<file path="config.mk">
export PLATFORM = sky130hd
export DESIGN_NAME = adc_sys_exec
export DESIGN_NICKNAME = d
export VERILOG_FILES = /design/src/pkg/adc_sys_pkg.sv /design/src/verilog/flag_cell.sv /design/src/verilog/adc_sys_exec.sv
export VERILOG_INCLUDE_DIRS = /design/src /design/src/pkg
export SDC_FILE = /design/constraint.sdc
export NUM_CORES = 1
export LEC_CHECK = 0
export BUFFER_PORTS_ARGS = -buffer_cell sky130_fd_sc_hd__buf_2
export CAP_MARGIN = 20
export CORE_UTILIZATION = 45
export CTS_BUF_LIST = sky130_fd_sc_hd__clkbuf_8
export CTS_CLUSTER_DIAMETER = 200
export CTS_CLUSTER_SIZE = 8
export DETAILED_ROUTE_END_ITERATION = 12
export PLACE_DENSITY_LB_ADDON = 0.08
export SYNTH_ARGS = -nofsm -noshare
export SYNTH_HDL_FRONTEND = slang
export SYNTH_SLANG_ARGS = --single-unit
export TNS_END_PERCENT = 100
</file>
<file path="constraint.sdc">
create_clock -name clk -period 2.1 [get_ports clk]
set_clock_uncertainty 0.1 [all_clocks]
set_input_delay 0.105 -clock clk [delete_from_list [all_inputs] [get_ports clk]]
set_output_delay 0.105 -clock clk [all_outputs]
set_load 0.005 [all_outputs]
</file>
<file path="src/pkg/adc_sys_map.svh">
/*
 Opcodes, register field positions, reset values and timing counts for the
 converter and system instruction executor.
 Assumes it is included by its bare name from design files.
*/
`ifndef ADC_SYS_MAP_SVH
`define ADC_SYS_MAP_SVH

// ************************************************************
// Opcodes (10-bit instruction words)
// ************************************************************
`define OP_READ_RESULT     10'h279
`define OP_READ_LOW_RESULT 10'h249
`define OP_WRITE_REF       10'h239
`define OP_READ_CONV_CTRL  10'h244
`define OP_WRITE_CONV_CTRL 10'h204
`define OP_CONV_START      10'h29F
`define OP_POLL_DONE       10'h287
`define OP_NO_OPERATION    10'h000
`define OP_BACKUP_ENTER    10'h008
`define OP_BACKUP_ARM      10'h05B
`define OP_TEST_STANDBY    10'h003
`define OP_WDT_STOP_ARM    10'h29C
`define OP_WDT_RESTART     10'h2A0
`define OP_SEL_CERAMIC     10'h29A
`define OP_SEL_RC          10'h29B
`define OP_READ_CLK_CTRL   10'h252
`define OP_WRITE_CLK_CTRL  10'h216

// ************************************************************
// Field positions
// ************************************************************
`define CONV_MODE_SELECT_POS  3
`define POLL_DISABLE_POS      2

// ************************************************************
// Reset values
// ************************************************************
`define CONV_CTRL_RESET   4'h0
`define CLK_CTRL_RESET    4'h0
`define CMP_REF_RESET     8'h00
`define CLK_SRC_RESET     1'b0

// ************************************************************
// Timing counts
// ************************************************************
`define EXEC_LATENCY_CYCLES 1

`endif

</file>
<file path="src/pkg/adc_sys_pkg.sv">
/*
 Types shared by the executor: arming state and clock source.
 Assumes nothing beyond a SystemVerilog compiler.
*/
package adc_sys_pkg;

  // ************************************************************
  // Arming state of the one-shot prefix instructions
  // ************************************************************
  typedef enum logic [2:0] {
    ARM_NONE   = 3'b001,
    ARM_BACKUP = 3'b010,
    ARM_WDT    = 3'b100
  } arm_state_t;

  typedef enum logic {
    CLK_SRC_CERAMIC = 1'b0,
    CLK_SRC_RC      = 1'b1
  } clk_src_t;

endpackage : adc_sys_pkg

</file>
<file path="src/verilog/flag_cell.sv">
/*
 One hardware-set, instruction-cleared flag; a set beats a clear.
 Assumes set and clear come from logic on the same clock.
*/
module flag_cell (
  input  wire logic clk,
  input  wire logic rst_n,
  input  wire logic set,
  input  wire logic clr,
  output logic      flag
);

  logic flag_ff;
  logic nxt_flag;

  always_comb
  begin
    nxt_flag = flag_ff;
    if (clr)
    begin
      nxt_flag = 1'b0;
    end
    if (set)
    begin
      nxt_flag = 1'b1;
    end
  end

  always_ff @(posedge clk or negedge rst_n)
  begin
    if (!rst_n)
    begin
      flag_ff <= 1'b0;
    end
    else
    begin
      flag_ff <= nxt_flag;
    end
  end

  assign flag = flag_ff;

endmodule : flag_cell

</file>
<file path="src/verilog/adc_sys_exec.sv">
/*
 Executor for converter and system instructions of a 4-bit core.
 Assumes the core presents one decoded word per instr_valid pulse, all
 inputs come from logic on clk, and the core applies the register writes
 and the skip one cycle after the pulse.
*/
// What this block does
// - Conversion mode result read: upper four bits to B, middle four to A.
// - Comparator mode result read: reference upper nibble to B, lower to A.
// - Low result read puts the two lowest result bits in A bits 3 and 2.
// - Reference write loads B:A in comparator mode, does nothing in conversion.
// - Instructions read and write the converter control register through A.
// - Control bit 3 picks conversion (0) or comparator (1) mode.
// - Start clears the done flag and starts conversion or comparison by mode.
// - Poll enabled: skip and clear when done flag set, else continue.
// - Poll disabled: the completion test does nothing.
// - Poll disable is bit 2 of interrupt control register two.
// - No operation only advances the program counter by one.
// - Backup entry halts instruction execution until reset, but only right after the arm instruction.
// - Backup arm validates only the immediately following entry instruction.
// - Standby flag test skips when flag is 1, flag kept.
// - Watchdog restart skips and clears when expiry flag set.
// - Watchdog stops when restart directly follows the stop arm instruction.
// - Ceramic select switches to ceramic resonator, stops on-chip oscillator.
// - RC select switches to RC circuit, stops on-chip oscillator.
// - Instructions read and write the clock control register through A.
`include "adc_sys_map.svh"

module adc_sys_exec (
  input  wire logic       clk,
  input  wire logic       rst_n,
  input  wire logic       instr_valid,
  input  wire logic [9:0] instr_word,
  input  wire logic [3:0] acc_in,
  input  wire logic [3:0] breg_in,
  input  wire logic [9:0] conv_result,
  input  wire logic       conv_complete,
  input  wire logic [3:0] interrupt_control_reg_two,
  input  wire logic       standby_return_flag,
  input  wire logic       watchdog_expiry,
  output logic            acc_wr_en,
  output logic [3:0]      acc_wr_data,
  output logic            breg_wr_en,
  output logic [3:0]      breg_wr_data,
  output logic            instr_done,
  output logic            skip_next,
  output logic [3:0]      conversion_control_register,
  output logic            conversion_mode_select_bit,
  output logic [7:0]      cmp_ref,
  output logic            conv_start,
  output logic            cmp_start,
  output logic            conversion_done_flag,
  output logic            watchdog_expiry_flag,
  output logic            watchdog_running,
  output logic            watchdog_restart,
  output logic            backup_state,
  output logic [3:0]      clock_control_register,
  output logic            clk_src_rc,
  output logic            onchip_osc_stopped
);

  // ************************************************************
  // State
  // ************************************************************
  logic                    acc_wr_en_ff;
  logic                    nxt_acc_wr_en;
  logic [3:0]              acc_wr_data_ff;
  logic [3:0]              nxt_acc_wr_data;
  logic                    breg_wr_en_ff;
  logic                    nxt_breg_wr_en;
  logic [3:0]              breg_wr_data_ff;
  logic [3:0]              nxt_breg_wr_data;
  logic                    done_ff;
  logic                    nxt_done;
  logic                    skip_ff;
  logic                    nxt_skip;
  logic [3:0]              conv_ctrl_ff;
  logic [3:0]              nxt_conv_ctrl;
  logic [7:0]              cmp_ref_ff;
  logic [7:0]              nxt_cmp_ref;
  logic                    conv_start_ff;
  logic                    nxt_conv_start;
  logic                    cmp_start_ff;
  logic                    nxt_cmp_start;
  logic                    wdt_run_ff;
  logic                    nxt_wdt_run;
  logic                    wdt_restart_ff;
  logic                    nxt_wdt_restart;
  logic                    backup_ff;
  logic                    nxt_backup;
  logic [3:0]              clk_ctrl_ff;
  logic [3:0]              nxt_clk_ctrl;
  adc_sys_pkg::clk_src_t   clk_src_ff;
  adc_sys_pkg::clk_src_t   nxt_clk_src;
  logic                    osc_stop_ff;
  logic                    nxt_osc_stop;
  adc_sys_pkg::arm_state_t arm_ff;
  adc_sys_pkg::arm_state_t nxt_arm;

  logic                    exec;
  logic                    cmp_mode;
  logic                    poll_off;
  logic [1:0]              flag_set;
  logic [1:0]              flag_clr;
  logic [1:0]              flag_q;

  // Backup state halts the executor until reset
  assign exec     = instr_valid && !backup_ff;
  assign cmp_mode = conv_ctrl_ff[`CONV_MODE_SELECT_POS];
  assign poll_off = interrupt_control_reg_two[`POLL_DISABLE_POS];

  // ************************************************************
  // Completion and watchdog expiry flags
  // ************************************************************
  assign flag_set[0] = conv_complete;
  assign flag_set[1] = watchdog_expiry;
  assign flag_clr[0] = exec && ((instr_word == `OP_CONV_START)
                       || (instr_word == `OP_POLL_DONE && !poll_off && flag_q[0]));
  assign flag_clr[1] = exec && instr_word == `OP_WDT_RESTART && flag_q[1];

  genvar gi;
  generate
    for (gi = 0; gi < 2; gi++)
    begin : g_flag
      flag_cell u_flag (
        .clk   (clk),
        .rst_n (rst_n),
        .set   (flag_set[gi]),
        .clr   (flag_clr[gi]),
        .flag  (flag_q[gi])
      );
    end
  endgenerate

  // ************************************************************
  // Next-state logic
  // ************************************************************
  always_comb
  begin
    nxt_acc_wr_en    = 1'b0;
    nxt_acc_wr_data  = acc_wr_data_ff;
    nxt_breg_wr_en   = 1'b0;
    nxt_breg_wr_data = breg_wr_data_ff;
    nxt_done         = exec;
    nxt_skip         = 1'b0;
    nxt_conv_ctrl    = conv_ctrl_ff;
    nxt_cmp_ref      = cmp_ref_ff;
    nxt_conv_start   = 1'b0;
    nxt_cmp_start    = 1'b0;
    nxt_wdt_run      = wdt_run_ff;
    nxt_wdt_restart  = 1'b0;
    nxt_backup       = backup_ff;
    nxt_clk_ctrl     = clk_ctrl_ff;
    nxt_clk_src      = clk_src_ff;
    nxt_osc_stop     = osc_stop_ff;
    nxt_arm          = arm_ff;
    if (exec)
    begin
      // Any word consumes a pending arm; the arm words re-arm below
      nxt_arm = adc_sys_pkg::ARM_NONE;
      unique case (instr_word)
        `OP_READ_RESULT:
        begin
          nxt_acc_wr_en  = 1'b1;
          nxt_breg_wr_en = 1'b1;
          if (cmp_mode)
          begin
            nxt_breg_wr_data = cmp_ref_ff[7:4];
            nxt_acc_wr_data  = cmp_ref_ff[3:0];
          end
          else
          begin
            nxt_breg_wr_data = conv_result[9:6];
            nxt_acc_wr_data  = conv_result[5:2];
          end
        end
        `OP_READ_LOW_RESULT:
        begin
          nxt_acc_wr_en   = 1'b1;
          nxt_acc_wr_data = {conv_result[1:0], 2'b00};
        end
        `OP_WRITE_REF:
        begin
          if (cmp_mode)
          begin
            nxt_cmp_ref = {breg_in, acc_in};
          end
        end
        `OP_READ_CONV_CTRL:
        begin
          nxt_acc_wr_en   = 1'b1;
          nxt_acc_wr_data = conv_ctrl_ff;
        end
        `OP_WRITE_CONV_CTRL:
        begin
          nxt_conv_ctrl = acc_in;
        end
        `OP_CONV_START:
        begin
          nxt_conv_start = !cmp_mode;
          nxt_cmp_start  = cmp_mode;
        end
        `OP_POLL_DONE:
        begin
          nxt_skip = !poll_off && flag_q[0];
        end
        `OP_NO_OPERATION:
        begin
          nxt_skip = 1'b0;
        end
        `OP_BACKUP_ENTER:
        begin
          if (arm_ff == adc_sys_pkg::ARM_BACKUP)
          begin
            nxt_backup = 1'b1;
          end
        end
        `OP_BACKUP_ARM:
        begin
          nxt_arm = adc_sys_pkg::ARM_BACKUP;
        end
        `OP_TEST_STANDBY:
        begin
          nxt_skip = standby_return_flag;
        end
        `OP_WDT_STOP_ARM:
        begin
          nxt_arm = adc_sys_pkg::ARM_WDT;
        end
        `OP_WDT_RESTART:
        begin
          nxt_skip        = flag_q[1];
          nxt_wdt_restart = 1'b1;
          if (arm_ff == adc_sys_pkg::ARM_WDT)
          begin
            nxt_wdt_run = 1'b0;
          end
        end
        `OP_SEL_CERAMIC:
        begin
          nxt_clk_src  = adc_sys_pkg::CLK_SRC_CERAMIC;
          nxt_osc_stop = 1'b1;
        end
        `OP_SEL_RC:
        begin
          nxt_clk_src  = adc_sys_pkg::CLK_SRC_RC;
          nxt_osc_stop = 1'b1;
        end
        `OP_READ_CLK_CTRL:
        begin
          nxt_acc_wr_en   = 1'b1;
          nxt_acc_wr_data = clk_ctrl_ff;
        end
        `OP_WRITE_CLK_CTRL:
        begin
          nxt_clk_ctrl = acc_in;
        end
        default:
        begin
          // Words owned by other executors: no done pulse, but a pending arm is still consumed
          nxt_done = 1'b0;
        end
      endcase
    end
  end

  // ************************************************************
  // Registers
  // ************************************************************
  always_ff @(posedge clk or negedge rst_n)
  begin
    if (!rst_n)
    begin
      acc_wr_en_ff    <= 1'b0;
      acc_wr_data_ff  <= 4'h0;
      breg_wr_en_ff   <= 1'b0;
      breg_wr_data_ff <= 4'h0;
      done_ff         <= 1'b0;
      skip_ff         <= 1'b0;
      conv_ctrl_ff    <= `CONV_CTRL_RESET;
      cmp_ref_ff      <= `CMP_REF_RESET;
      conv_start_ff   <= 1'b0;
      cmp_start_ff    <= 1'b0;
      wdt_run_ff      <= 1'b1;
      wdt_restart_ff  <= 1'b0;
      backup_ff       <= 1'b0;
      clk_ctrl_ff     <= `CLK_CTRL_RESET;
      clk_src_ff      <= adc_sys_pkg::CLK_SRC_CERAMIC;
      osc_stop_ff     <= 1'b0;
      arm_ff          <= adc_sys_pkg::ARM_NONE;
    end
    else
    begin
      acc_wr_en_ff    <= nxt_acc_wr_en;
      acc_wr_data_ff  <= nxt_acc_wr_data;
      breg_wr_en_ff   <= nxt_breg_wr_en;
      breg_wr_data_ff <= nxt_breg_wr_data;
      done_ff         <= nxt_done;
      skip_ff         <= nxt_skip;
      conv_ctrl_ff    <= nxt_conv_ctrl;
      cmp_ref_ff      <= nxt_cmp_ref;
      conv_start_ff   <= nxt_conv_start;
      cmp_start_ff    <= nxt_cmp_start;
      wdt_run_ff      <= nxt_wdt_run;
      wdt_restart_ff  <= nxt_wdt_restart;
      backup_ff       <= nxt_backup;
      clk_ctrl_ff     <= nxt_clk_ctrl;
      clk_src_ff      <= nxt_clk_src;
      osc_stop_ff     <= nxt_osc_stop;
      arm_ff          <= nxt_arm;
    end
  end

  // ************************************************************
  // Outputs
  // ************************************************************
  assign acc_wr_en                   = acc_wr_en_ff;
  assign acc_wr_data                 = acc_wr_data_ff;
  assign breg_wr_en                  = breg_wr_en_ff;
  assign breg_wr_data                = breg_wr_data_ff;
  assign instr_done                  = done_ff;
  assign skip_next                   = skip_ff;
  assign conversion_control_register = conv_ctrl_ff;
  assign conversion_mode_select_bit  = cmp_mode;
  assign cmp_ref                     = cmp_ref_ff;
  assign conv_start                  = conv_start_ff;
  assign cmp_start                   = cmp_start_ff;
  assign conversion_done_flag        = flag_q[0];
  assign watchdog_expiry_flag        = flag_q[1];
  assign watchdog_running            = wdt_run_ff;
  assign watchdog_restart            = wdt_restart_ff;
  assign backup_state                = backup_ff;
  assign clock_control_register      = clk_ctrl_ff;
  assign clk_src_rc                  = (clk_src_ff == adc_sys_pkg::CLK_SRC_RC);
  assign onchip_osc_stopped          = osc_stop_ff;

endmodule : adc_sys_exec

</file>
=== Word level (Yosys, flattened, before mapping) ===
Cells that the tools add are included.

* Bits in latches: 0
* Output and inout port bits: 38
* Memories kept: 0
* Input bits: 38
* Flip-flop bits (word level): 40
* RAM bits: 0
* ROM bits: 0
* Logic and storage cells: 88

* Shifts and indexed selects: 0
* Reductions and logical operators: 28
* Divide/modulo/power cells: 0
* Add/subtract/negate cells: 0
* Muxes and demuxes: 23
* $mul: 0
* Order comparisons: 0
* Eq/ne operators: 18
* Bitwise gates (word level): 0

{| class="wikitable"
|+ Operators with widths
! operator !! number
|-
| equality test 10 bit (second input constant) || 13
|-
| two-way mux 1 bit || 17
|-
| OR reduction 17 bit || 1
|-
| one-hot mux 4 bit (4 select lines) || 1
|-
| AND reduction 2 bit || 6
|-
| equality test 10 x 2 -> 1 bit (second input constant) || 1
|-
| equality test 10 x 4 -> 1 bit (second input constant) || 1
|-
| equality test 10 x 7 -> 1 bit (second input constant) || 1
|-
| zero test 10 bit || 1
|-
| AND reduction 3 bit || 3
|-
| two-way mux 4 bit || 2
|-
| logical AND 1 bit || 7
|-
| one-hot mux 3 bit (2 select lines) || 1
|-
| nonzero test 2 bit || 3
|-
| nonzero test 4 bit || 1
|-
| OR reduction 4 bit || 1
|-
| equality test 3 x 2 -> 1 bit (second input constant) || 1
|-
| equality test 3 bit (second input constant) || 1
|-
| zero test 1 bit || 3
|-
| one-hot mux 1 bit (3 select lines) || 1
|-
| one-hot mux 1 bit (2 select lines) || 1
|-
| OR reduction 2 bit || 1
|-
| logical OR 1 bit || 1
|}

=== Longest topological paths before layout ===
Gate-level depths: netlist of run 1.

* Word-level depth: 7
* Depth in mapped cells: 7
* Gate-level depth less buffers: 6

=== Hierarchy ===
A second synthesis of run 1 with hierarchy kept.

* Cell total of the unflattened synthesis: 199
* Area, all modules: 2100.8 um^2

{| class="wikitable"
|+ By module, submodules not included
! module !! cells each !! area each (um^2) !! sequential area each (um^2) !! instances
|-
| adc_sys_exec || 193 || 2028.2 || 953.4 || 1
|-
| flag_cell || 3 || 36.3 || 25.0 || 2
|}

=== Worst setup path before layout of run 1 ===
Ideal clock, no wire load.

* Path type: reg-to-reg
* From: reg backup_ff, in the netlist backup_state
* To: reg cmp_ref_ff[0], in the netlist cmp_ref[0]
* Clock period less this slack: 1.854 ns
* Setup time: 0.125 ns
* Data required time: 1.875 ns
* Path buffers: 1
* Slack: 0.246 ns
* Arrival: 1.629 ns
* Stages on the path, launching flop included: 6
* Path through: dfrtp_1 > and2b_1 > nand2_1 > or4_4 > buf_6 > mux2_4

* Longest elaborated chain between the ends: 3

{| class="wikitable"
|+ Ends and longest elaborated chain
! what !! line !! RTL
|-
| from (decl) || adc_sys_exec.sv:89 || <nowiki>logic backup_ff;</nowiki>
|-
| from (signal assigned) || adc_sys_exec.sv:306 || <nowiki>backup_ff <= nxt_backup;</nowiki>
|-
| zero test 1 bit || adc_sys_exec.sv:108 || <nowiki>assign exec = instr_valid && !backup_ff;</nowiki>
|-
| logical AND 1 bit || adc_sys_exec.sv:108 ||
|-
| AND reduction 3 bit (no line) || - ||
|-
| to (signal assigned) || adc_sys_exec.sv:281 || <nowiki>cmp_ref_ff <= `CMP_REF_RESET;</nowiki>
|-
| to (signal assigned) || adc_sys_exec.sv:301 || <nowiki>cmp_ref_ff <= nxt_cmp_ref;</nowiki>
|-
| to (decl) || adc_sys_exec.sv:79 || <nowiki>logic [7:0] cmp_ref_ff;</nowiki>
|}

Every way passes these cells.
A chain may end at the register's enable or synchronous reset.

=== Worst setup path after layout of run 1 ===
* From: reg backup_ff, in the netlist backup_state
* To: reg cmp_ref_ff[4], in the netlist cmp_ref[4]

The elaborated chain is that of the path after synthesis.

==> results of run 1 <==
-- power breakdown --
| part | internal [mW] | leakage [nW] | switching, mW |
|---|---|---|---|
| registers | 0.786 | 0.539 | 0.00829 |
| logic | 0.0843 | 0.813 | 0.0956 |
| clock network | 0.223 | 0.0505 | 0.253 |
| total | 1.09 | 1.40 | 0.357 |
-- worst max-delay path: stages (launching register included) --
cell,delay [ns]
dfrtp_1,0.41
and2b_1,0.23
nand2_1,0.07
or4_4,0.60
mux2_4,0.34
-- through the flow --
stage	area [um2]	hold WS (ns)
CTS	2750	0.0257
global route	2750	0.0235
finish	2750	0.0205
detailed placement	2540	0.180
global placement	2540	0.174
floorplan	2110	-0.291
-- metal layers --
layer	global-route usage	vias up	part of all wire
met5	0	-	0
met4	0.0378	0	0.013
met3	0.0505	9	0.055
met2	0.343	61	0.47
met1	0.325	833	0.46
li1	-	905	-
-- cell families (layout without fill, tap and decap cells) --
group,Yosys count,in the layout,share of synthesized area
simple gates,82,82,0.233
flops,40,40,0.476
buf+inv,13,104,0.0297
mux,23,23,0.134
compound gates,38,38,0.127
-- sequential cells by signal, indices dropped and copies added, names as in the netlist, 2 cells and up --
| register | count |
|---|---|
| cmp_ref | 8 |
| clock_control_register | 4 |
| acc_wr_data | 4 |
| breg_wr_data | 4 |
| arm_ff | 3 |
| conversion_control_register | 4 |
| g_flag.u_flag.flag | 2 |
-- cell usage after synthesis, drive strengths merged (2+ instances only) --
library cell / count / area share
a2111oi: 2 / 0.0083
a211oi: 3 / 0.011
a21o: 3 / 0.011
a21oi: 9 / 0.021
a2bb2oi: 2 / 0.0083
a31o: 2 / 0.0083
a31oi: 4 / 0.015
a32oi: 2 / 0.0083
and2: 3 / 0.0089
and3: 2 / 0.0059
and4bb: 4 / 0.024
buf: 4 / 0.013
clkbuf: 5 / 0.0095
dfrtp: 38 / 0.45
dfstp: 2 / 0.025
inv: 4 / 0.0071
mux2: 17 / 0.11
mux2i: 6 / 0.029
nand2: 16 / 0.030
nand2b: 3 / 0.010
nand3: 6 / 0.014
nand3b: 2 / 0.0071
nand4: 4 / 0.012
nor2: 17 / 0.030
nor2b: 7 / 0.021
nor3: 4 / 0.0095
nor4: 4 / 0.022
nor4bb: 2 / 0.0095
o21ai: 6 / 0.014
or3: 2 / 0.0059
-- repair_timing --
item                                   CTS  global route
hold buffers                            12             0
setup buffers                            0             0
endpoints found under the hold margin   57             0
-- layout make-up --
class / count / area share
clock buffer: 5 / 0.0251
clock inverter: 3 / 0.00456
inverter: 4 / 0.00547
multi-input combinational: 143 / 0.379
sequential: 40 / 0.365
tap: 52 / 0.0237
timing repair buffer: 92 / 0.197
-- path summary, 6_finish.rpt --
kind | from | endpoint | cells after the start
worst max-delay path | backup_state | cmp_ref[4] | 4
worst min-delay path | conv_result[7] | breg_wr_data[1] | 3
worst max register to register | backup_state | cmp_ref[4] | 4
worst min register to register | watchdog_running | watchdog_running | 2
max in group asynchronous | rst_n | acc_wr_en | 2
min in group asynchronous | rst_n | breg_wr_data[1] | 2
==> flow_metrics.tcl, run 1 <==
set metrics [dict create \
    outcome "finished clean" \
    num_rows 24 \
    firstDrtPassIters 4 \
    ys_seq_area_frac 0.476 \
    synth.distinct_cells 52 \
    netlist_area_mm2 0.00211 \
    yosys_most_used_dff "dfrtp_1" \
    power_density_mw_per_mm2 528 \
    syn_nets 234 \
    die-height_um 70.4 \
    multiInputGateArea_mm2 0.00104 \
    cts.sinks 40 \
    worstSetupStartpointType "flip-flop" \
    synthCells 196 \
    numCtsBuffers 5 \
    fmax_ghz 0.536 \
    nets 324 \
    finalNonFillerCells 339 \
    cts_tree "built" \
    core_mm2 0.00441 \
    finalPower_mw 1.45 \
    clk_pin_slew_ns 0.08 \
    antenna_cells 0 \
    cp_data_arrival_time_ns 1.94 \
    vias_per_cell 5.33 \
    cp_max_fo 8 \
    drt_first_iter_violations 65 \
    fin_crit_ns 1.86 \
    r2r_slack_ns 0.24 \
    rsz0062_at_grt "false" \
    place_inst 319 \
    synth_async_sr_flop_share 1.00 \
    final_max_slew_viol_count 0 \
    setup_viol 0 \
    grtUsageTotal 0.223 \
    drive_above_1_share 0.418 \
    avgRoutedWirePerCell_um 15.2 \
    worstSetupPathType "reg -> reg" \
    hold_class "in -> reg" \
    boundaryPins 76 \
    regArea_mm2 0.00100 \
    setup_slack_ns 0.236 \
    clk_latency_ns 0.29 \
    h-tree-depth 2 \
    io_buffers 72 \
    avgSynthCellArea_um2 10.8 \
    cts_max_path_buffers 2 \
    preCtsSetupSlack_ns 0.155 \
    cts.repair.resized 0 \
    fin_crit_sh 0.888 \
    hpwl_mm 3.78 \
    overflow 0 \
    final_cell_mix "buf_2, dfrtp_1, nor2_1" \
    start_util 0.477 \
    fp.dieW_um 70.4 \
    fin_setup_tns_ns 0 \
    yosys_warnings 0 \
    grt_max_degree 41 \
    cap_violations 0 \
    route.detailed.drc 0 \
    final_common_cell "buf_2" \
    ant_nets 0 \
    cts_root_buf "clkbuf_8" \
    slew_headroom 0.410 \
    tightest_slew_ns 0.884 \
    hold_viol 0 \
    required_ns 2.17 \
    fill_cells 411 \
    end_kind "flip-flop" \
    antenna_found_initial 0 \
    synth_edf_count 0 \
    ir_drop_uv 330 \
    vias 1808 \
    synth-seq-cells 40 \
    area_delta_synth_final_pct 30.3 \
    grt_first_pass_wirelength_mm 8.63 \
    grt_pass1_vias 1711 \
    routed_wl_mm 5.17 \
    die_area_mm2 0.00496 \
    leakage_nw 1.40 \
    gp_congestion 0.888 \
    fin_util 0.622 \
]
(Power assumes the default switching activity.)
==> run 2: changes to the inputs <==
Settings changed: CORE_MARGIN from default to 10, SYNTH_HIERARCHICAL from default to 1.
==> flow_metrics.tcl, run 2 <==
set metrics [dict create \
    firstDrtPassIters 4 \
    multiInputGateArea_mm2 0.00102 \
    drive_above_1_share 0.419 \
    avgSynthCellArea_um2 10.6 \
    regArea_mm2 0.00100 \
    path_cells "nand2b_1 -> nor3b_1 -> nand2_1 -> nor2_1 -> mux2_2" \
    yosys.area.top_type_share 0.453 \
    worstSetupStartpointType "flip-flop" \
    overflow 0 \
    fp.dieW_um 88.3 \
    cp_data_arrival_time_ns 1.90 \
    final_cell_mix "buf_2, dfrtp_1, mux2_2" \
    slowest_stage "dfrtp_1" \
    numCtsBuffers 5 \
    netlist_area_mm2 0.00210 \
    die_area_mm2 0.00780 \
    fin_crit_sh 0.867 \
    ys_seq_area_frac 0.478 \
    cts.sinks 40 \
    yosysMostFrequentCell "dfrtp_1" \
    fmax_ghz 0.549 \
    nets 328 \
    synth_async_sr_flop_share 1.00 \
    area_delta_synth_final_pct 31.5 \
    boundaryPins 76 \
    fin_crit_ns 1.82 \
    synth_edf_count 0 \
    fill_cells 400 \
    grtUsageTotal 0.148 \
    place_inst 324 \
    rsz0062_at_grt "false" \
    synthTopCellsByArea "dfrtp_1, mux2_2, mux2i_1" \
    yosys_most_used_dff "dfrtp_1" \
    grt_pass1_vias 1877 \
    power_density_mw_per_mm2 523 \
    io_buffers 72 \
    cp_max_fo 4 \
    hpwl_mm 4.55 \
    cap_violations 0 \
    start_util 0.473 \
    preCtsSetupSlack_ns 0.124 \
    finalNonFillerCells 343 \
    largest_register_ff_count 8 \
    die-height_um 88.3 \
    ir_drop_uv 360 \
    route.detailed.drc 0 \
    leakage_nw 1.41 \
    antenna_found_initial 0 \
    gp_congestion 0.871 \
    h-tree-depth 2 \
    setup_viol 0 \
    setup_slack_ns 0.279 \
    final_common_cell "buf_2" \
    fin_setup_tns_ns 0 \
    grt_first_pass_wirelength_mm 9.25 \
    clk_pin_slew_ns 0.08 \
    cts_root_buf "clkbuf_8" \
    clk_latency_ns 0.29 \
    end_kind "flip-flop" \
    grt_max_degree 25 \
    required_ns 2.18 \
    hold_viol 0 \
    synth_top_cells_by_count "dfrtp_1, mux2_2, nor2_1, nand2_1, nand3_1" \
    antenna_cells 0 \
    final_max_slew_viol_count 0 \
    synthCells 199 \
    cts_tree "built" \
    drt_first_iter_violations 127 \
    vias_per_cell 5.45 \
    routed_wl_mm 5.72 \
    avgRoutedWirePerCell_um 16.7 \
    tightest_slew_ns 0.504 \
    outcome "finished clean" \
    syn_nets 237 \
    max_stage_delay_ns 0.41 \
    core_mm2 0.00444 \
    yosys.area.top_type "dfrtp_1" \
    synth.distinct_cells 51 \
    synth-seq-cells 40 \
    yosys_warnings 6 \
    cts_max_path_buffers 2 \
    hold_class "in -> reg" \
    worstSetupPathType "reg -> reg" \
    slew_headroom 0.664 \
    vias 1870 \
    num_rows 24 \
    ant_nets 0 \
]
run 2: repair_timing:
item                                   CTS  global route
resized for setup                        0             0
hold buffers                            11             0
setup buffers                            0             0
endpoints found under the hold margin   38             0
run 2: cells by family (layout without fill, tap and decap cells):
| family | count (synthesis) | in the layout | synth area share |
|---|---|---|---|
| flip-flops | 40 | 40 | 0.478 |
| buffers and inverters | 18 | 110 | 0.0399 |
| AO/OA/AOI/OAI | 36 | 36 | 0.126 |
| multiplexers | 24 | 24 | 0.125 |
| AND/OR/NAND/NOR | 81 | 81 | 0.231 |
run 2: power breakdown:
part | leakage (nW) | internal, mW | switching, mW
combinational | 0.826 | 0.0755 | 0.0895
clock | 0.0479 | 0.231 | 0.262
sequential | 0.540 | 0.780 | 0.00587
total | 1.41 | 1.09 | 0.357
run 2: final cells by class:
| type | count | area share |
|---|---|---|
| clock inverters | 3 | 0.00679 |
| flip-flops and latches | 40 | 0.363 |
| well taps | 52 | 0.0236 |
| repair buffers | 95 | 0.203 |
| multi-input cells | 141 | 0.369 |
| clock buffers | 5 | 0.0249 |
| inverters | 7 | 0.00951 |
run 2: path summary, 6_finish.rpt:
check	startpoint	endpoint	slack [ns]	depth (start not counted)
hold / removal	conv_result[8]	breg_wr_data[2]	0.01	3
hold reg to reg	watchdog_running	watchdog_running	0.35	2
setup / recovery	backup_state	clk_src_rc	0.28	5
min in group asynchronous	rst_n	cmp_start	0.21	2
max in group asynchronous	rst_n	watchdog_running	1.11	3
setup reg to reg	backup_state	clk_src_rc	0.28	5
run 2: routing by layer:
| layer | GRT usage | routed length [um] | vias to the layer above | share of wire |
|---|---|---|---|---|
| met4 | 0.0396 | 61 | 0 | 0.011 |
| met2 | 0.231 | 2640 | 74 | 0.46 |
| met5 | 0 | 0 | - | 0 |
| met3 | 0.0487 | 456 | 6 | 0.080 |
| li1 | - | - | 912 | - |
| met1 | 0.192 | 2560 | 878 | 0.45 |
run 2: stage by stage:
| stage | total power [mW] | utilization | cell area (um2) | hold slack (ns) |
|---|---|---|---|---|
| after floorplan | 0.867 | - | 2100 | -0.291 |
| after global placement | 0.950 | 0.577 | 2560 | 0.00899 |
| after detailed placement | 0.951 | 0.577 | 2560 | 0.00378 |
| after CTS | 1.46 | 0.622 | 2760 | 0.00579 |
| after global routing | 1.52 | 0.622 | 2760 | 0.0170 |
| final | 1.44 | 0.622 | 2760 | 0.00988 |
run 2: worst max-delay path: cells and delay by family, from the launching register on:
| kind | cells | cell delay (ns) |
|---|---|---|
| and+or+nand+nor | 4 | 0.86 |
| muxes | 1 | 0.35 |
| DFF | 1 | 0.41 |
==> run 3: changes to the inputs <==
--- a/config.mk
+++ b/config.mk
@@ -9,4 +9,5 @@
 export BUFFER_PORTS_ARGS = -buffer_cell sky130_fd_sc_hd__buf_2
 export CAP_MARGIN = 20
+export CORE_ASPECT_RATIO = 0.8
 export CORE_MARGIN = 10
 export CORE_UTILIZATION = 45
==> constraint.sdc (replaced) <==
create_clock -name clk -period 2.1 [get_ports clk]
set_clock_uncertainty 0.1 [all_clocks]
set_input_delay 0.63 -clock clk [delete_from_list [all_inputs] [get_ports clk]]
set_output_delay 0.63 -clock clk [all_outputs]
set_load 0.005 [all_outputs]
==> flow_metrics.tcl, run 3 (same netlist as run 2, synthesis figures left out) <==
set metrics [dict create \
    outcome "finished with violations" \
    failed_checks "negative setup slack" \
    preCtsSetupSlack_ns -0.360 \
    die-height_um 81.1 \
    vias_per_cell 5.21 \
    r2r_slack_ns 0.12 \
    setup_viol 1 \
    firstDrtPassIters 4 \
    required_ns 2.19 \
    die_area_mm2 0.00782 \
    num_rows 22 \
    final_common_cell "buf_2" \
    io_buffers 72 \
    avgRoutedWirePerCell_um 16.3 \
    fmax_ghz 0.474 \
    path_cells "buf_8 -> or4b_4 -> a2111oi_4 -> o21ai_2 -> and2_4 -> a221o_1" \
    nets 350 \
    numCtsBuffers 5 \
    worstSetupStartpointType "input pin" \
    h-tree-depth 2 \
    ant_nets 0 \
    hold_slack_ns 0.280 \
    hold_class "in -> async" \
    cp_data_arrival_time_ns 2.20 \
    max_stage_delay_ns 0.56 \
    cts_max_path_buffers 2 \
    cap_violations 0 \
    drive_above_1_share 0.498 \
    regArea_mm2 0.00100 \
    setup_slack_ns -0.0117 \
    ir_drop_uv 394 \
    cts.sinks 40 \
    cts_tree "built" \
    routed_wl_mm 6.08 \
    grt_pass1_vias 1995 \
    rsz0062_at_grt "true" \
    route.detailed.drc 0 \
    hpwl_mm 4.82 \
    final_max_slew_viol_count 0 \
    gp_congestion 0.913 \
    drt_first_iter_violations 195 \
    hold_viol 0 \
    fin_util 0.653 \
    tightest_slew_ns 0.505 \
    vias 1944 \
    core_mm2 0.00454 \
    fill_cells 396 \
    worstSetupPathType "in -> reg" \
    slowest_stage "or4b_4" \
    overflow 0 \
    boundaryPins 76 \
    cp_max_fo 5 \
    clk_latency_ns 0.29 \
    power_density_mw_per_mm2 539 \
    grt_first_pass_wirelength_mm 9.75 \
    cts_root_buf "clkbuf_8" \
    antenna_cells 0 \
    leakage_nw 1.54 \
    final_cell_mix "buf_2, buf_4, dfrtp_1" \
    start_util 0.463 \
    area_delta_synth_final_pct 41.1 \
    reg2regPathDepth 5 \
    end_kind "flip-flop" \
    slew_headroom 0.663 \
    fin_crit_sh 1.01 \
    multiInputGateArea_mm2 0.00103 \
    antenna_found_initial 0 \
    clk_pin_slew_ns 0.09 \
    grt_max_degree 41 \
    grtUsageTotal 0.157 \
    fp.dieW_um 96.4 \
    fin_crit_ns 2.11 \
    r2r_end "clk_src_rc" \
    largest_register_ff_count 8 \
    rr_startpoint "backup_state" \
]
==> run 3: per-stage QoR <==
step	cell area (um2)	setup TNS (ns)	power, mW	instances
finish	2960	-0.0117	1.60	373
global route	2960	-0.0943	1.67	373
CTS	2960	-0.000174	1.61	373
detailed placement	2830	-3.46	0.981	364
global placement	2830	-2.39	0.979	364
floorplan	2110	-0.604	0.868	199
==> run 3: how the worst max path moves through the flow <==
stage,start,to,slack (ns),cells past startpoint
3_3_place_gp,instr_word[5],acc_wr_data[2],-0.34,6
2_1_floorplan,instr_word[7],acc_wr_data[2],-0.26,6
5_1_grt,instr_word[5],acc_wr_data[2],-0.05,6
3_5_place_dp,instr_word[5],acc_wr_data[2],-0.36,6
6_report,instr_word[5],acc_wr_data[2],-0.01,6
4_1_cts,instr_word[5],acc_wr_data[2],-0.0002,6
==> run 3: worst max-delay path: cells and delay by family <==
family	cells	cell delay [ns]
AOI/OAI and AO/OA	3	0.76
buffers and inverters	1	0.10
and+or+nand+nor	2	0.71
==> run 3: metal layers <==
layer | GRT usage | wire (um) | vias to the layer above
met5 | 0 | 0 | -
met4 | 0.0261 | 37 | 0
met3 | 0.0544 | 472 | 6
met2 | 0.238 | 2770 | 59
met1 | 0.214 | 2800 | 924
li1 | - | - | 955
==> run 3: what timing repair did <==
action,in CTS,in global routing
resized for setup,3,1
setup endpoints to repair,2,4
hold buffers,0,0
pin swaps,0,2
gates cloned,0,0
setup buffers,1,0
==> run 3: report_power, final <==
| part | total [mW] | internal (mW) | switching [mW] |
|---|---|---|---|
| clock | 0.632 | 0.352 | 0.280 |
| sequential | 0.786 | 0.780 | 0.00624 |
| combinational | 0.181 | 0.0880 | 0.0932 |
| total | 1.60 | 1.22 | 0.379 |
==> run 3: cell type report <==
| class | instances | area share |
|---|---|---|
| multi-input combinational | 141 | 0.347 |
| clock buffer | 5 | 0.0232 |
| tap | 60 | 0.0253 |
| clock inverter | 3 | 0.0144 |
| inverter | 7 | 0.00886 |
| timing repair buffer | 117 | 0.243 |
| sequential | 40 | 0.339 |
